--- src/inc/pdf_consts.svh ---
`ifndef PDF_CONSTS_SVH
`define PDF_CONSTS_SVH
// register byte offsets
`define PDF_OFF_CTRL    8'h00
`define PDF_OFF_STATUS  8'h04
`define PDF_OFF_ERRCNT  8'h08
`define PDF_CTRL_W      5
`define PDF_CTRL_RST    5'h00
// block layout
`define PDF_HDR_DATA    2'h2
`define PDF_HDR_CTRL    2'h1
`define PDF_TYPE_CTRL   8'h1E
`define PDF_XG_IDLE     8'h07
`define PDF_XG_ERR      8'hFE
`define PDF_C_IDLE      7'h00
`define PDF_C_ERR       7'h1E
`define PDF_BLK_W       66
`define PDF_UNIT_W      16
`define PDF_FILL_BLK    7'h42
`define PDF_FILL_UNIT   7'h10
// scrambler and pattern taps
`define PDF_SCR_TAP_A   38
`define PDF_SCR_TAP_B   57
`define PDF_PRBS_TAP_A  30
`define PDF_PRBS_TAP_B  27
`define PDF_PRBS_SEED   31'h7FFFFFFF
`define PDF_SQUARE      16'h00FF
// alignment and error-rate monitor
`define PDF_LOCK_GOOD   7'h40
`define PDF_LOCK_WIN    7'h3F
`define PDF_LOCK_BAD    5'h10
`define PDF_BER_WIN     10'h3FF
`define PDF_BER_BAD     5'h10
`define PDF_ERR_MAX     16'hFFFF
`endif

--- src/inc/pdf_pkg.sv ---
package pdf_pkg;
  typedef struct packed {
    logic [31:0] data;
    logic [3:0]  ctrl;
  } pdf_xgmii_s;

  typedef enum logic [1:0] {
    PDF_PAT_SQUARE = 2'b00,
    PDF_PAT_PSEUDO = 2'b01,
    PDF_PAT_LONG   = 2'b10
  } pdf_pattern_e;

  typedef struct packed {
    pdf_pattern_e pattern;
    logic         rx_test;
    logic         tx_test;
    logic         wan_mode;
  } pdf_ctrl_s;

  typedef enum logic {
    PDF_RX_INIT = 1'b0,
    PDF_RX_RUN  = 1'b1
  } pdf_rx_state_e;

  typedef enum logic {
    PDF_SYNC_HUNT = 1'b0,
    PDF_SYNC_LOCK = 1'b1
  } pdf_sync_state_e;
endpackage

--- src/verilog/pdf_datapath.sv ---
// Notes on behaviour
// wan mode maps octet bit 0..7 to 1..8
// lan unit rate set by link clock
// wan unit rate slower; client stretches gaps
// wan or lan attachment, software selects
// four octets plus four control bits
// blocks formed continuously, gearbox packs 16-bit units
// wan transmit deletes idle blocks
// receive units taken only while signal ok
// align on two-bit header, drive lock flag
// error-rate monitor after lock raises flag
// decode only when locked and rate ok
// wan receive inserts idles to fill rate
// health report fail in init, pulse on change
// rx test disables monitor, holds init, counts
// tx test only without wan attachment
// square and pseudo-random generate, pseudo-random check
// long pattern both generated and checked
// tx and rx test enables independent
// words map to 66-bit blocks and back
// header 01 data, 10 control
// payload scrambled, header bypasses scrambler
// one unit per link clock, no gaps
`timescale 1ns/1ps
`include "pdf_consts.svh"
module pdf_datapath (
  // clock and reset
  input  wire logic                clock,
  input  wire logic                rst_n,
  // apb slave
  input  wire logic                psel,
  input  wire logic                penable,
  input  wire logic                pwrite,
  input  wire logic [7:0]          paddr,
  input  wire logic [31:0]         pwdata,
  output logic      [31:0]         prdata,
  output logic                     pready,
  output logic                     pslverr,
  // client transmit
  input  wire pdf_pkg::pdf_xgmii_s tx_word,
  input  wire logic                tx_valid,
  output logic                     tx_ready,
  // client receive
  output pdf_pkg::pdf_xgmii_s      rx_word,
  output logic                     rx_valid,
  // lower data-unit interface
  input  wire logic                link_clock,
  input  wire logic [15:0]         rx_unit,
  input  wire logic                signal_ok,
  output logic      [15:0]         tx_unit,
  // status
  output logic                     lock_flag,
  output logic                     high_error_rate_flag,
  output logic                     receive_health_report,
  output logic                     health_changed
);

  ////////////////////////////////////////////////////////////////////////
  function automatic logic [15:0] rev_octets(input logic [15:0] u);
    logic [15:0] r;
    r = '0;
    for (int i = 0; i < 8; i++) begin
      r[7-i]  = u[i];
      r[15-i] = u[8+i];
    end
    return r;
  endfunction

  // self-synchronous; desc selects descrambling
  function automatic logic [121:0] scramble(input logic [57:0] st_in,
                                            input logic [63:0] d,
                                            input logic        desc);
    logic [57:0] st;
    logic [63:0] q;
    logic        b;
    st = st_in;
    q = '0;
    for (int i = 0; i < 64; i++) begin
      b = d[i] ^ st[`PDF_SCR_TAP_A] ^ st[`PDF_SCR_TAP_B];
      q[i] = b;
      st = {st[56:0], desc ? d[i] : b};
    end
    return {st, q};
  endfunction

  // use_rx feeds received bits back for a self-aligning check
  function automatic logic [46:0] prbs16(input logic [30:0] st_in,
                                         input logic [15:0] rx,
                                         input logic        use_rx);
    logic [30:0] st;
    logic [15:0] q;
    logic        b;
    st = st_in;
    q = '0;
    for (int i = 0; i < 16; i++) begin
      b = st[`PDF_PRBS_TAP_A] ^ st[`PDF_PRBS_TAP_B];
      q[i] = b;
      st = {st[29:0], use_rx ? rx[i] : b};
    end
    return {st, q};
  endfunction

  function automatic logic [4:0] popcount16(input logic [15:0] v);
    logic [4:0] n;
    n = '0;
    for (int i = 0; i < 16; i++) begin
      n = n + {4'h0, v[i]};
    end
    return n;
  endfunction

  // data octets mixed with control become error codes (no mixed types)
  function automatic logic [65:0] encode(input pdf_pkg::pdf_xgmii_s w0,
                                         input pdf_pkg::pdf_xgmii_s w1);
    logic [63:0] d;
    logic [7:0]  c;
    logic [63:0] p;
    d = {w1.data, w0.data};
    c = {w1.ctrl, w0.ctrl};
    p = '0;
    if (c == 8'h00) begin
      return {d, `PDF_HDR_DATA};
    end
    p[7:0] = `PDF_TYPE_CTRL;
    for (int i = 0; i < 8; i++) begin
      p[8+7*i +: 7] = (c[i] && d[8*i +: 8] == `PDF_XG_IDLE) ?
                      `PDF_C_IDLE : `PDF_C_ERR;
    end
    return {p, `PDF_HDR_CTRL};
  endfunction

  function automatic logic [71:0] decode(input logic [1:0]  hdr,
                                         input logic [63:0] p);
    logic [63:0] d;
    logic [7:0]  c;
    d = p;
    c = 8'h00;
    if (hdr != `PDF_HDR_DATA) begin
      c = 8'hFF;
      for (int i = 0; i < 8; i++) begin
        d[8*i +: 8] = (hdr == `PDF_HDR_CTRL && p[7:0] == `PDF_TYPE_CTRL &&
                       p[8+7*i +: 7] == `PDF_C_IDLE) ?
                      `PDF_XG_IDLE : `PDF_XG_ERR;
      end
    end
    return {d[63:32], c[7:4], d[31:0], c[3:0]};
  endfunction

  ////////////////////////////////////////////////////////////////////////
  // register bus
  pdf_pkg::pdf_ctrl_s ctrl;
  logic [15:0]        err_cnt;
  logic               sok_s;
  logic               access;
  logic               mapped;
  logic               err_clr;

  assign access  = psel & penable;
  assign mapped  = (paddr == `PDF_OFF_CTRL) || (paddr == `PDF_OFF_STATUS) ||
                   (paddr == `PDF_OFF_ERRCNT);
  assign pready  = access;
  assign pslverr = access & ~mapped;
  assign err_clr = access & pwrite & (paddr == `PDF_OFF_ERRCNT);

  always_ff @(posedge clock or negedge rst_n) begin
    if (!rst_n) begin
      ctrl <= pdf_pkg::pdf_ctrl_s'(`PDF_CTRL_RST);
    end else if (access && pwrite && paddr == `PDF_OFF_CTRL) begin
      ctrl <= pdf_pkg::pdf_ctrl_s'(pwdata[`PDF_CTRL_W-1:0]);
    end
  end

  // read data captured in the setup cycle so it comes from a flop
  always_ff @(posedge clock or negedge rst_n) begin
    if (!rst_n) begin
      prdata <= 32'h0;
    end else if (psel && !penable) begin
      case (paddr)
        `PDF_OFF_CTRL:   prdata <= {27'h0, ctrl};
        `PDF_OFF_STATUS: prdata <= {28'h0, sok_s, receive_health_report,
                                    high_error_rate_flag, lock_flag};
        `PDF_OFF_ERRCNT: prdata <= {16'h0, err_cnt};
        default:         prdata <= 32'h0;
      endcase
    end
  end

  ////////////////////////////////////////////////////////////////////////
  // link pin synchronisers
  logic        lclk_m, lclk_s, lclk_d, sok_m;
  logic [15:0] rxu_m, rxu_s;
  logic        edge_rise;

  always_ff @(posedge clock or negedge rst_n) begin
    if (!rst_n) begin
      lclk_m <= 1'b0;
      lclk_s <= 1'b0;
      lclk_d <= 1'b0;
      sok_m  <= 1'b0;
      sok_s  <= 1'b0;
      rxu_m  <= 16'h0;
      rxu_s  <= 16'h0;
    end else begin
      lclk_m <= link_clock;
      lclk_s <= lclk_m;
      lclk_d <= lclk_s;
      sok_m  <= signal_ok;
      sok_s  <= sok_m;
      rxu_m  <= rx_unit;
      rxu_s  <= rxu_m;
    end
  end

  // one unit each way per link clock rise, whatever its rate
  assign edge_rise = lclk_s & ~lclk_d;

  ////////////////////////////////////////////////////////////////////////
  // transmit: assembly, idle deletion, scrambler, gearbox
  pdf_pkg::pdf_xgmii_s w0;
  logic                have_w0;
  logic [65:0]         blk;
  logic                blk_ok;
  logic [81:0]         gb;
  logic [6:0]          gb_fill;
  logic [57:0]         tx_scr;
  logic [30:0]         tx_prbs;
  logic                tx_test_on, pr_mode, tx_take, gb_hungry;
  logic                drop_idle, gb_load;
  logic [65:0]         src;
  logic [121:0]        scr;
  logic [46:0]         prbs_tx;
  logic [15:0]         next_tx_unit;

  assign tx_test_on = ctrl.tx_test & ~ctrl.wan_mode;
  assign pr_mode    = tx_test_on & (ctrl.pattern == pdf_pkg::PDF_PAT_PSEUDO);
  assign tx_ready   = ~blk_ok & ~pr_mode;
  assign tx_take    = tx_valid & tx_ready;
  assign gb_hungry  = gb_fill <= `PDF_FILL_UNIT;
  // in wan mode, keep idles only when the gearbox would otherwise run dry
  assign drop_idle  = ctrl.wan_mode & ~gb_hungry &
                      ({w0.ctrl, tx_word.ctrl} == 8'hFF) &
                      ({w0.data, tx_word.data} == {8{`PDF_XG_IDLE}});
  assign gb_load    = gb_hungry & ~edge_rise & (blk_ok | pr_mode);
  assign src        = pr_mode ? {64'h0, `PDF_HDR_DATA} : blk;
  assign scr        = scramble(tx_scr, src[65:2], 1'b0);
  assign prbs_tx    = prbs16(tx_prbs, 16'h0, 1'b0);

  always_ff @(posedge clock or negedge rst_n) begin
    if (!rst_n) begin
      w0      <= '0;
      have_w0 <= 1'b0;
      blk     <= '0;
      blk_ok  <= 1'b0;
    end else if (tx_take) begin
      if (!have_w0) begin
        w0      <= tx_word;
        have_w0 <= 1'b1;
      end else begin
        have_w0 <= 1'b0;
        if (!drop_idle) begin
          blk    <= encode(w0, tx_word);
          blk_ok <= 1'b1;
        end
      end
    end else if (gb_load && !pr_mode) begin
      blk_ok <= 1'b0;
    end
  end

  always_ff @(posedge clock or negedge rst_n) begin
    if (!rst_n) begin
      gb      <= '0;
      gb_fill <= 7'h0;
      tx_scr  <= '1;
    end else if (edge_rise) begin
      if (gb_fill >= `PDF_FILL_UNIT) begin
        gb      <= gb >> `PDF_UNIT_W;
        gb_fill <= gb_fill - `PDF_FILL_UNIT;
      end
    end else if (gb_load) begin
      gb      <= gb | ({16'h0, scr[63:0], src[1:0]} << gb_fill);
      gb_fill <= gb_fill + `PDF_FILL_BLK;
      tx_scr  <= scr[121:64];
    end
  end

  always_comb begin
    next_tx_unit = gb[15:0];
    if (tx_test_on) begin
      case (ctrl.pattern)
        pdf_pkg::PDF_PAT_LONG:   next_tx_unit = prbs_tx[15:0];
        pdf_pkg::PDF_PAT_PSEUDO: next_tx_unit = gb[15:0];
        default:                 next_tx_unit = `PDF_SQUARE;
      endcase
    end
  end

  always_ff @(posedge clock or negedge rst_n) begin
    if (!rst_n) begin
      tx_unit <= 16'h0;
      tx_prbs <= `PDF_PRBS_SEED;
    end else if (edge_rise) begin
      tx_unit <= ctrl.wan_mode ? rev_octets(next_tx_unit) :
                                 next_tx_unit;
      tx_prbs <= prbs_tx[46:16];
    end
  end

  ////////////////////////////////////////////////////////////////////////
  // receive alignment
  pdf_pkg::pdf_sync_state_e sync_state;
  logic [15:0]  rx_in;
  logic [81:0]  rb;
  logic [6:0]   rb_fill, good_cnt, win_cnt;
  logic [4:0]   bad_cnt;
  logic         hdr_ok, blk_avail, blk_taken;

  assign rx_in     = ctrl.wan_mode ? rev_octets(rxu_s) : rxu_s;
  assign hdr_ok    = rb[0] ^ rb[1];
  assign blk_avail = (rb_fill >= `PDF_FILL_BLK) & ~edge_rise & sok_s;
  assign blk_taken = blk_avail & (sync_state == pdf_pkg::PDF_SYNC_LOCK);
  assign lock_flag = sync_state == pdf_pkg::PDF_SYNC_LOCK;

  always_ff @(posedge clock or negedge rst_n) begin
    if (!rst_n) begin
      rb         <= '0;
      rb_fill    <= 7'h0;
      sync_state <= pdf_pkg::PDF_SYNC_HUNT;
      good_cnt   <= 7'h0;
      win_cnt    <= 7'h0;
      bad_cnt    <= 5'h0;
    end else if (!sok_s) begin
      rb         <= '0;
      rb_fill    <= 7'h0;
      sync_state <= pdf_pkg::PDF_SYNC_HUNT;
      good_cnt   <= 7'h0;
    end else if (edge_rise) begin
      rb      <= rb | ({66'h0, rx_in} << rb_fill);
      rb_fill <= rb_fill + `PDF_FILL_UNIT;
    end else if (blk_avail) begin
      case (sync_state)
        pdf_pkg::PDF_SYNC_HUNT: begin
          win_cnt <= 7'h0;
          bad_cnt <= 5'h0;
          if (hdr_ok) begin
            rb       <= rb >> `PDF_BLK_W;
            rb_fill  <= rb_fill - `PDF_FILL_BLK;
            good_cnt <= good_cnt + 7'h1;
            if (good_cnt + 7'h1 == `PDF_LOCK_GOOD) begin
              sync_state <= pdf_pkg::PDF_SYNC_LOCK;
            end
          end else begin
            // slip one bit and try the next boundary
            rb       <= rb >> 1;
            rb_fill  <= rb_fill - 7'h1;
            good_cnt <= 7'h0;
          end
        end
        pdf_pkg::PDF_SYNC_LOCK: begin
          rb      <= rb >> `PDF_BLK_W;
          rb_fill <= rb_fill - `PDF_FILL_BLK;
          win_cnt <= (win_cnt == `PDF_LOCK_WIN) ? 7'h0 : win_cnt + 7'h1;
          bad_cnt <= (win_cnt == `PDF_LOCK_WIN) ? 5'h0 :
                     bad_cnt + {4'h0, ~hdr_ok};
          if (!hdr_ok && bad_cnt + 5'h1 == `PDF_LOCK_BAD) begin
            sync_state <= pdf_pkg::PDF_SYNC_HUNT;
            good_cnt   <= 7'h0;
          end
        end
        default: sync_state <= pdf_pkg::PDF_SYNC_HUNT;
      endcase
    end
  end

  ////////////////////////////////////////////////////////////////////////
  // error-rate monitor
  logic [9:0] ber_win;
  logic [4:0] ber_bad, next_ber_bad;

  assign next_ber_bad = (ber_bad == `PDF_BER_BAD) ? ber_bad :
                        ber_bad + {4'h0, ~hdr_ok};

  always_ff @(posedge clock or negedge rst_n) begin
    if (!rst_n) begin
      ber_win              <= 10'h0;
      ber_bad              <= 5'h0;
      high_error_rate_flag <= 1'b0;
    end else if (!lock_flag || ctrl.rx_test) begin
      ber_win              <= 10'h0;
      ber_bad              <= 5'h0;
      high_error_rate_flag <= 1'b0;
    end else if (blk_taken) begin
      ber_win <= ber_win + 10'h1;
      ber_bad <= (ber_win == `PDF_BER_WIN) ? 5'h0 : next_ber_bad;
      if (next_ber_bad == `PDF_BER_BAD) begin
        high_error_rate_flag <= 1'b1;
      end else if (ber_win == `PDF_BER_WIN) begin
        high_error_rate_flag <= 1'b0;
      end
    end
  end

  ////////////////////////////////////////////////////////////////////////
  // receive decode, idle insertion, health report
  pdf_pkg::pdf_rx_state_e rx_state, next_rx_state;
  logic [57:0]  rx_scr;
  logic [121:0] desc;
  logic [71:0]  pend;
  logic [1:0]   pend_cnt;
  logic         rx_ok, next_health;

  assign desc  = scramble(rx_scr, rb[65:2], 1'b1);
  assign rx_ok = lock_flag & ~high_error_rate_flag & ~ctrl.rx_test;

  always_comb begin
    case (rx_state)
      pdf_pkg::PDF_RX_INIT: next_rx_state = rx_ok ? pdf_pkg::PDF_RX_RUN :
                                                     pdf_pkg::PDF_RX_INIT;
      pdf_pkg::PDF_RX_RUN:  next_rx_state = rx_ok ? pdf_pkg::PDF_RX_RUN :
                                                     pdf_pkg::PDF_RX_INIT;
      default:              next_rx_state = pdf_pkg::PDF_RX_INIT;
    endcase
  end

  assign next_health = next_rx_state == pdf_pkg::PDF_RX_RUN;

  always_ff @(posedge clock or negedge rst_n) begin
    if (!rst_n) begin
      rx_state              <= pdf_pkg::PDF_RX_INIT;
      receive_health_report <= 1'b0;
      health_changed        <= 1'b0;
    end else begin
      rx_state              <= next_rx_state;
      receive_health_report <= next_health;
      health_changed        <= next_health != receive_health_report;
    end
  end

  always_ff @(posedge clock or negedge rst_n) begin
    if (!rst_n) begin
      rx_scr   <= '1;
      pend     <= '0;
      pend_cnt <= 2'h0;
    end else begin
      if (blk_taken) begin
        rx_scr <= desc[121:64];
      end
      if (blk_taken && rx_state == pdf_pkg::PDF_RX_RUN) begin
        pend     <= decode(rb[1:0], desc[63:0]);
        pend_cnt <= 2'h2;
      end else if (pend_cnt != 2'h0) begin
        pend_cnt <= pend_cnt - 2'h1;
      end
    end
  end

  // no block word pending: an idle fills the slot
  always_ff @(posedge clock or negedge rst_n) begin
    if (!rst_n) begin
      rx_word  <= '{data: {4{`PDF_XG_IDLE}}, ctrl: 4'hF};
      rx_valid <= 1'b0;
    end else begin
      case (pend_cnt)
        2'h2:    rx_word <= pend[35:0];
        2'h1:    rx_word <= pend[71:36];
        default: rx_word <= '{data: {4{`PDF_XG_IDLE}}, ctrl: 4'hF};
      endcase
      rx_valid <= pend_cnt != 2'h0;
    end
  end

  ////////////////////////////////////////////////////////////////////////
  // receive test-pattern checker
  logic [30:0] rx_prbs;
  logic [46:0] prbs_rx;
  logic        long_chk, pr_err;
  logic [4:0]  inc;
  logic [16:0] sum;

  assign prbs_rx  = prbs16(rx_prbs, rx_in, 1'b1);
  assign long_chk = edge_rise & sok_s & ctrl.rx_test &
                    (ctrl.pattern == pdf_pkg::PDF_PAT_LONG);
  assign pr_err   = blk_taken & ctrl.rx_test &
                    (ctrl.pattern == pdf_pkg::PDF_PAT_PSEUDO) &
                    ((rb[1:0] != `PDF_HDR_DATA) || (desc[63:0] != 64'h0));
  assign inc      = long_chk ? popcount16(prbs_rx[15:0] ^ rx_in) :
                    {4'h0, pr_err};
  // a clear in the same cycle as an error keeps that error
  assign sum      = {1'b0, err_clr ? 16'h0 : err_cnt} + {12'h0, inc};

  always_ff @(posedge clock or negedge rst_n) begin
    if (!rst_n) begin
      rx_prbs <= `PDF_PRBS_SEED;
      err_cnt <= 16'h0;
    end else begin
      if (long_chk) begin
        rx_prbs <= prbs_rx[46:16];
      end
      err_cnt <= sum[16] ? `PDF_ERR_MAX : sum[15:0];
    end
  end

endmodule
--- config.mk ---
export PLATFORM = sky130hd
export DESIGN_NAME = pdf_datapath
export DESIGN_NICKNAME = d
export VERILOG_FILES = /design/src/inc/pdf_pkg.sv /design/src/verilog/pdf_datapath.sv
export VERILOG_INCLUDE_DIRS = /design/src /design/src/inc
export SDC_FILE = /design/constraint.sdc
export NUM_CORES = 2
export LEC_CHECK = 0
export BUFFER_PORTS_ARGS = -buffer_cell sky130_fd_sc_hd__buf_2
export CORE_MARGIN = 4
export CORE_UTILIZATION = 35
export DETAILED_ROUTE_END_ITERATION = 6
export PLACE_DENSITY = 0.51
export RECOVER_POWER = 100
export SLEW_MARGIN = 15
export SYNTH_ARGS = -nofsm -noshare
export SYNTH_HDL_FRONTEND = slang
export SYNTH_SLANG_ARGS = --single-unit
--- constraint.sdc ---
create_clock -name clock -period 19.58 [get_ports clock]
set_clock_uncertainty 0.2 [all_clocks]
set_input_delay 1.958 -clock clock [delete_from_list [all_inputs] [get_ports clock]]
set_output_delay 1.958 -clock clock [all_outputs]
set_load 0.005 [all_outputs]
**Yosys cells after proc, flatten, opt, wreduce, memory -nomap -nowiden**

Cells that the tools add are included.

- Bits in read-only memories: 0
- Bits in writable memories: 0
- Flip-flop bits (word level): 715
- Bits in latches: 0
- Output and inout bits: 92
- Input bits: 100
- Memories: 0
- Logic and storage cells: 580

- Add/subtract/negate cells: 28
- Order comparisons: 3
- $mul: 0
- Mux-type cells: 85
- Eq/ne operators: 33
- Bitwise gates (word level): 331
- Shifts and indexed selects: 2
- Reduce and logical (&&, ||, !) cells: 57
- Div/mod/pow operators: 0

Operator list:

| cell | number |
|---|---|
| $mux 82 | 6 |
| $xor 1x1->1 | 289 |
| $mux 66 | 3 |
| $or 82x82->82 | 2 |
| $pmux 82 s2 | 1 |
| $mux 7 | 13 |
| $shl 16x7->82 | 1 |
| $shl 66x7->82 | 1 |
| $mux 81 | 1 |
| $mux 16 | 5 |
| $eq 8x3->1 const B | 9 |
| $mux 8 | 9 |
| $pmux 36 s2 | 1 |
| $mux 5 | 14 |
| $add 5x1->5 | 13 |
| $eq 64x59->1 const B | 1 |
| $mux 64 | 1 |
| $reduce_bool 64->1 | 1 |
| $logic_not 7->1 | 8 |
| $pmux 16 s3 | 1 |
| $pmux 7 s2 | 3 |
| $pmux 16 s2 | 1 |
| $and 1x1->1 | 25 |
| $logic_and 1x1->1 | 23 |
| other kinds (46) | 107 |

**Depth between registers and ports, before layout**

- Depth in word-level cells: 20
- Mapped depth: 28
- Mapped depth without buffers: 22

**Worst setup path after synthesis**

Ideal clock, no wire load.

- Path kind: register to register
- Start: reg ctrl[0] (netlist bit)
- End: reg err_cnt[10]
- Stages on the path, launching flop included: 25
- Clock period less this slack: 6.877 ns
- Path buffers: 7
- Required time: 19.297 ns
- Library setup time: 0.083 ns
- Path slack: 12.703 ns
- Arrival time: 6.594 ns
- Path through: dfrtp_1 buf_6 buf_4 buf_2 clkbuf_1 buf_1 mux2i_1 xnor2_1 fa_1 fa_1 fa_1 fa_1 ha_1 fa_1 nand2_1 fa_1 nor2b_1 o21ai_0 nand2b_1 a21oi_1 or3_1 clkbuf_1 or3_1 clkbuf_1 o21ai_0

- Cells in the longest elaborated chain, start to end: 20

Ends and longest elaborated chain:

| what | RTL line | text |
|---|---|---|
| from (decl) | pdf_datapath.sv:151 | `pdf_pkg::pdf_ctrl_s ctrl;` |
| from (signal assigned) | pdf_datapath.sv:167 | `` ctrl <= pdf_pkg::pdf_ctrl_s'(`PDF_CTRL_RST); `` |
| from (signal assigned) | pdf_datapath.sv:169 | `` ctrl <= pdf_pkg::pdf_ctrl_s'(pwdata[`PDF_CTRL_W-1:0]); `` |
| $mux 16 * | pdf_datapath.sv:318 | `assign rx_in = ctrl.wan_mode ? rev_octets(rxu_s) : rxu_s;` |
| $xor 16x16->16 * | pdf_datapath.sv:486 | `assign inc = long_chk ? popcount16(prbs_rx[15:0] ^ rx_in) :` |
| $add 1x1->2 | pdf_datapath.sv:107 | `n = n + {4'h0, v[i]};` |
| $add 2x1->3 | pdf_datapath.sv:107 |  |
| $add 3x1->4 | pdf_datapath.sv:107 |  |
| $add 4x1->5 | pdf_datapath.sv:107 |  |
| $add 5x1->5 (10 in series) | pdf_datapath.sv:107 |  |
| $add 5x1->5 * | pdf_datapath.sv:107 |  |
| $mux 5 * | pdf_datapath.sv:486 |  |
| $add 16x5->17 * | pdf_datapath.sv:489 | `assign sum = {1'b0, err_clr ? 16'h0 : err_cnt} + {12'h0, inc};` |
| $mux 16 * | pdf_datapath.sv:499 | `` err_cnt <= sum[16] ? `PDF_ERR_MAX : sum[15:0]; `` |
| to (signal assigned) | pdf_datapath.sv:499 |  |
| to (decl) | pdf_datapath.sv:152 | `logic [15:0] err_cnt;` |

Every way passes the cells marked *; elsewhere a longest branch is shown, timed or not.
A chain may end at the register's enable or synchronous reset.

==> out/qor.csv <==
stage,metric,value,unit
finish,final_cell_mix,"nand2_1 (752), dfrtp_1 (492), nor2_1 (385)",
finish,multi_input_area,21300,µm²
timing,tightestPinTransition,4.70,ns
clocking,clk_latency,0.70,ns
worst_setup_path,critical_path_arrival,10.83,ns
synth,synthMuxAreaShare,5.64,%
flow_run,maxCapViolCount,27,
placed_design,post-place-ws,12.30,ns
synth,synth_fa_ha_area_share,1.62,%
clocking,clkSinkCount,688,
worst_setup_path,startpoint_type,input pin,
global_route,grt_max_degree,130,
synth,ys_seq_area_share,43.0,%
clocking,numCtsBuffers,83,
timing,hold_viol_final,0,
finish,layout_commonest_cell,nand2_1,
hold_path,holdCritPathClass,flip-flop to flip-flop,
power_and_ir_drop,netSwitchingFraction,44.8,%
clocking,clkTransAtPathRegs,0.06,ns
timing,max_slew_margin,-213,%
power_and_ir_drop,power,6920,µW
placed_design,port_buffers,148,
timing,maxClockFrequency,88.7,MHz
clocking,htreeDepth,3,
die,rows,124,
worst_setup_path,end_kind,async pin,
clocking,tritoncts,built,
drt,drcViolationCount,44,
synth,synth_top_family_by_area,compound AO/OA/AOI/OAI gates,
status,status,finished with violations,
drt,vias,34600,
synth,synth-xor-area-share,7.59,%
power_and_ir_drop,pwr-share-comb,47.3,%
global_route,grt_first_pass_wirelength,219,mm
timing,rsz0062_at_grt,false,
synth,ys_ff_latch,688,
clocking,cts_max_path_buffers,3,
global_route,grt_antenna_before_repair,2,
die,core_area,115000,µm²
drt,dr.first_iter.drc_count,3538,
die,io_pins,192,
timing,setup_ws,8.31,ns
placed_design,dp_hpwl,101,mm
timing,period_share,57.6,%
die,start_util,35.4,%
timing,final.setup.tns,0,ns
synth,synth_warnings,0,
die,fp.dieH,349,µm
power_and_ir_drop,p_int,3820,µW
timing,hold_slack,0.146,ns
worst_setup_path,r2r_slack,10.44,ns
synth,netlist_top_cells_area,"dfrtp_1 (31%), dfstp_2 (12%), nand2_1 (7.0%), xnor2_1 (3.8%), nor2_1 (3.6%)",
power_and_ir_drop,clkPwrFrac,23.7,%
synth,synth_edf_count,0,
power_and_ir_drop,pwr-share-seq,29.0,%
power_and_ir_drop,p_switching,3100,µW
synth,synth_cell_types,103,
clocking,cts_setup_buffers,0,
drt,wl,144,mm
finish,drive_above_1_share,14.0,%
worst_setup_path,cp.required,19.14,ns
worst_setup_path,critical_path_peak_fanout,75,
drt,wl_per_cell,23.8,µm
synth,synth_top_area_share,30.6,%
power_and_ir_drop,power_leakage,0.0192,µW
synth,netlist_instances,4504,
clocking,cts_root_buf,clkbuf_16,
placed_design,routabilityCongestion,0.928,
worst_setup_path,crit_type,input pin to async pin,
clocking,post_cts_resized,0,
global_route,grt_pass1_vias,33500,
die,die-width,349,µm
synth,ys_async_sr_fraction,100,%
synth,syn_area,40600,µm²
global_route,gr-total-overflow,0,
drt,antenna_left,0,
power_and_ir_drop,ir_drop,81.1,µV
finish,register_area,17500,µm²
synth,synth-simple-area-share,18.5,%
drt,avgViaCountPerCell,5.71,
finish,fin_util,39.3,%
synth,synthFlopType,dfrtp_1,
synth,syn_avg_cell_area,9.01,µm²
finish,nNetsFinal,4630,
global_route,track_usage,23.2,%
synth,yosysTopAreaCell,dfrtp_1,
status,violations,"DRC, capacitance limit, slew limit",
timing,setup_viol,0,
synth,synth-compound-area-share,18.9,%
power_and_ir_drop,p_per_area,153,nW/µm²
finish,syn_to_final_growth,11.1,%
finish,nFillCells,11600,
drt,dr.pass1.iters,7,
timing,fin_crit,11.27,ns
die,die-area,122000,µm²
clocking,postCtsHoldBufs,0,
timing,finalMaxSlewViolations,1401,
[metrics by stage]
step | area (µm²) | instances
6_report | 45100 | 6068
5_1_grt | 45100 | 6067
4_1_cts | 45300 | 6067
3_5_place_dp | 42400 | 5911
3_3_place_gp | 42400 | 5911
2_1_floorplan | 40700 | 4519
[path summary, 6_finish.rpt]
check                              start          to  depth (start not counted)
worst max-delay path               rst_n  gb_fill[4]                          3
worst min-delay path            rxu_m[8]    rxu_s[8]                          0
worst max register to register   ctrl[4]     blk[24]                         12
worst min register to register  rxu_m[8]    rxu_s[8]                          0
max in group clock               ctrl[4]     blk[24]                         12
min in group asynchronous          rst_n      rb[44]                          1
[layout make-up]
cell class              count  area share, %
well taps                1512           4.20
flip-flops and latches    688           38.7
diodes                      1        0.00555
repair buffers            225           2.55
clock buffers             123           5.36
clock inverters            33           1.09
inverters                 100          0.832
multi-input cells        3386           47.2
[synthesized netlist by cell type, types with 43 or more instances]
master      n
a211oi_1   63
a21oi_1   218
a22oi_1    57
and3_1     60
buf_1      43
clkbuf_1  227
dfrtp_1   497
dfstp_2   191
inv_1      96
mux2_2     71
mux2i_1    89
nand2_1   755
nand2b_1   46
nand3_1   103
nor2_1    391
nor2b_1    45
nor3_1     88
o211ai_1   76
o21ai_0   258
o21ai_1    59
o22ai_1    46
xnor2_1   174
xor2_1    121
[flip-flops by register name, summed over array words and instances (netlist names), 6 cells and up]
| register | flops |
|---|---|
| err_cnt | 16 |
| rb | 82 |
| blk | 66 |
| rxu_s | 16 |
| tx_scr | 58 |
| pend | 65 |
| rx_prbs | 31 |
| gb | 82 |
| w0 | 36 |
| ber_win | 10 |
| gb_fill | 6 |
| rx_scr | 58 |
| rxu_m | 16 |
| tx_unit | 16 |
| prdata | 16 |
| rb_fill | 7 |
| tx_prbs | 31 |
| rx_word | 33 |
| good_cnt | 7 |
| win_cnt | 7 |
[power groups by stage]
| stage | combinational, µW | clock [µW] | sequential, µW |
|---|---|---|---|
| 4_1_cts | 3190 | 1680 | 2000 |
| 3_5_place_dp | 3170 | 0 | 2020 |
| 5_1_grt | 3430 | 1740 | 2030 |
| 2_1_floorplan | 2090 | 0 | 1880 |
| 6_report | 3270 | 1640 | 2000 |
| 3_3_place_gp | 3160 | 0 | 2010 |
[per-layer routing]
layer  GRT usage (%)  wire length [µm]  up-vias
li1                -                 -    15900
met1            32.0             62600    17100
met2            37.0             65900     1333
met3            3.53              9970      285
met4            8.67              5830        0
met5               0                 0        -
[critical path, stage by stage]
cell      delay, ns
clkbuf_1       3.15
clkbuf_1       3.00
clkbuf_1       2.54
[logic make-up (layout without fill, tap and decap cells)]
kind of cell | Yosys count | in the layout
compound gates | 1158 | 1158
xor+xnor | 317 | 317
fa+ha+maj | 46 | 46
buf+inv | 445 | 481
flops | 688 | 688
mux | 187 | 187
other cells | 1 | 17
simple gates | 1662 | 1662
No activity file was read; power rests on OpenSTA's default activity.
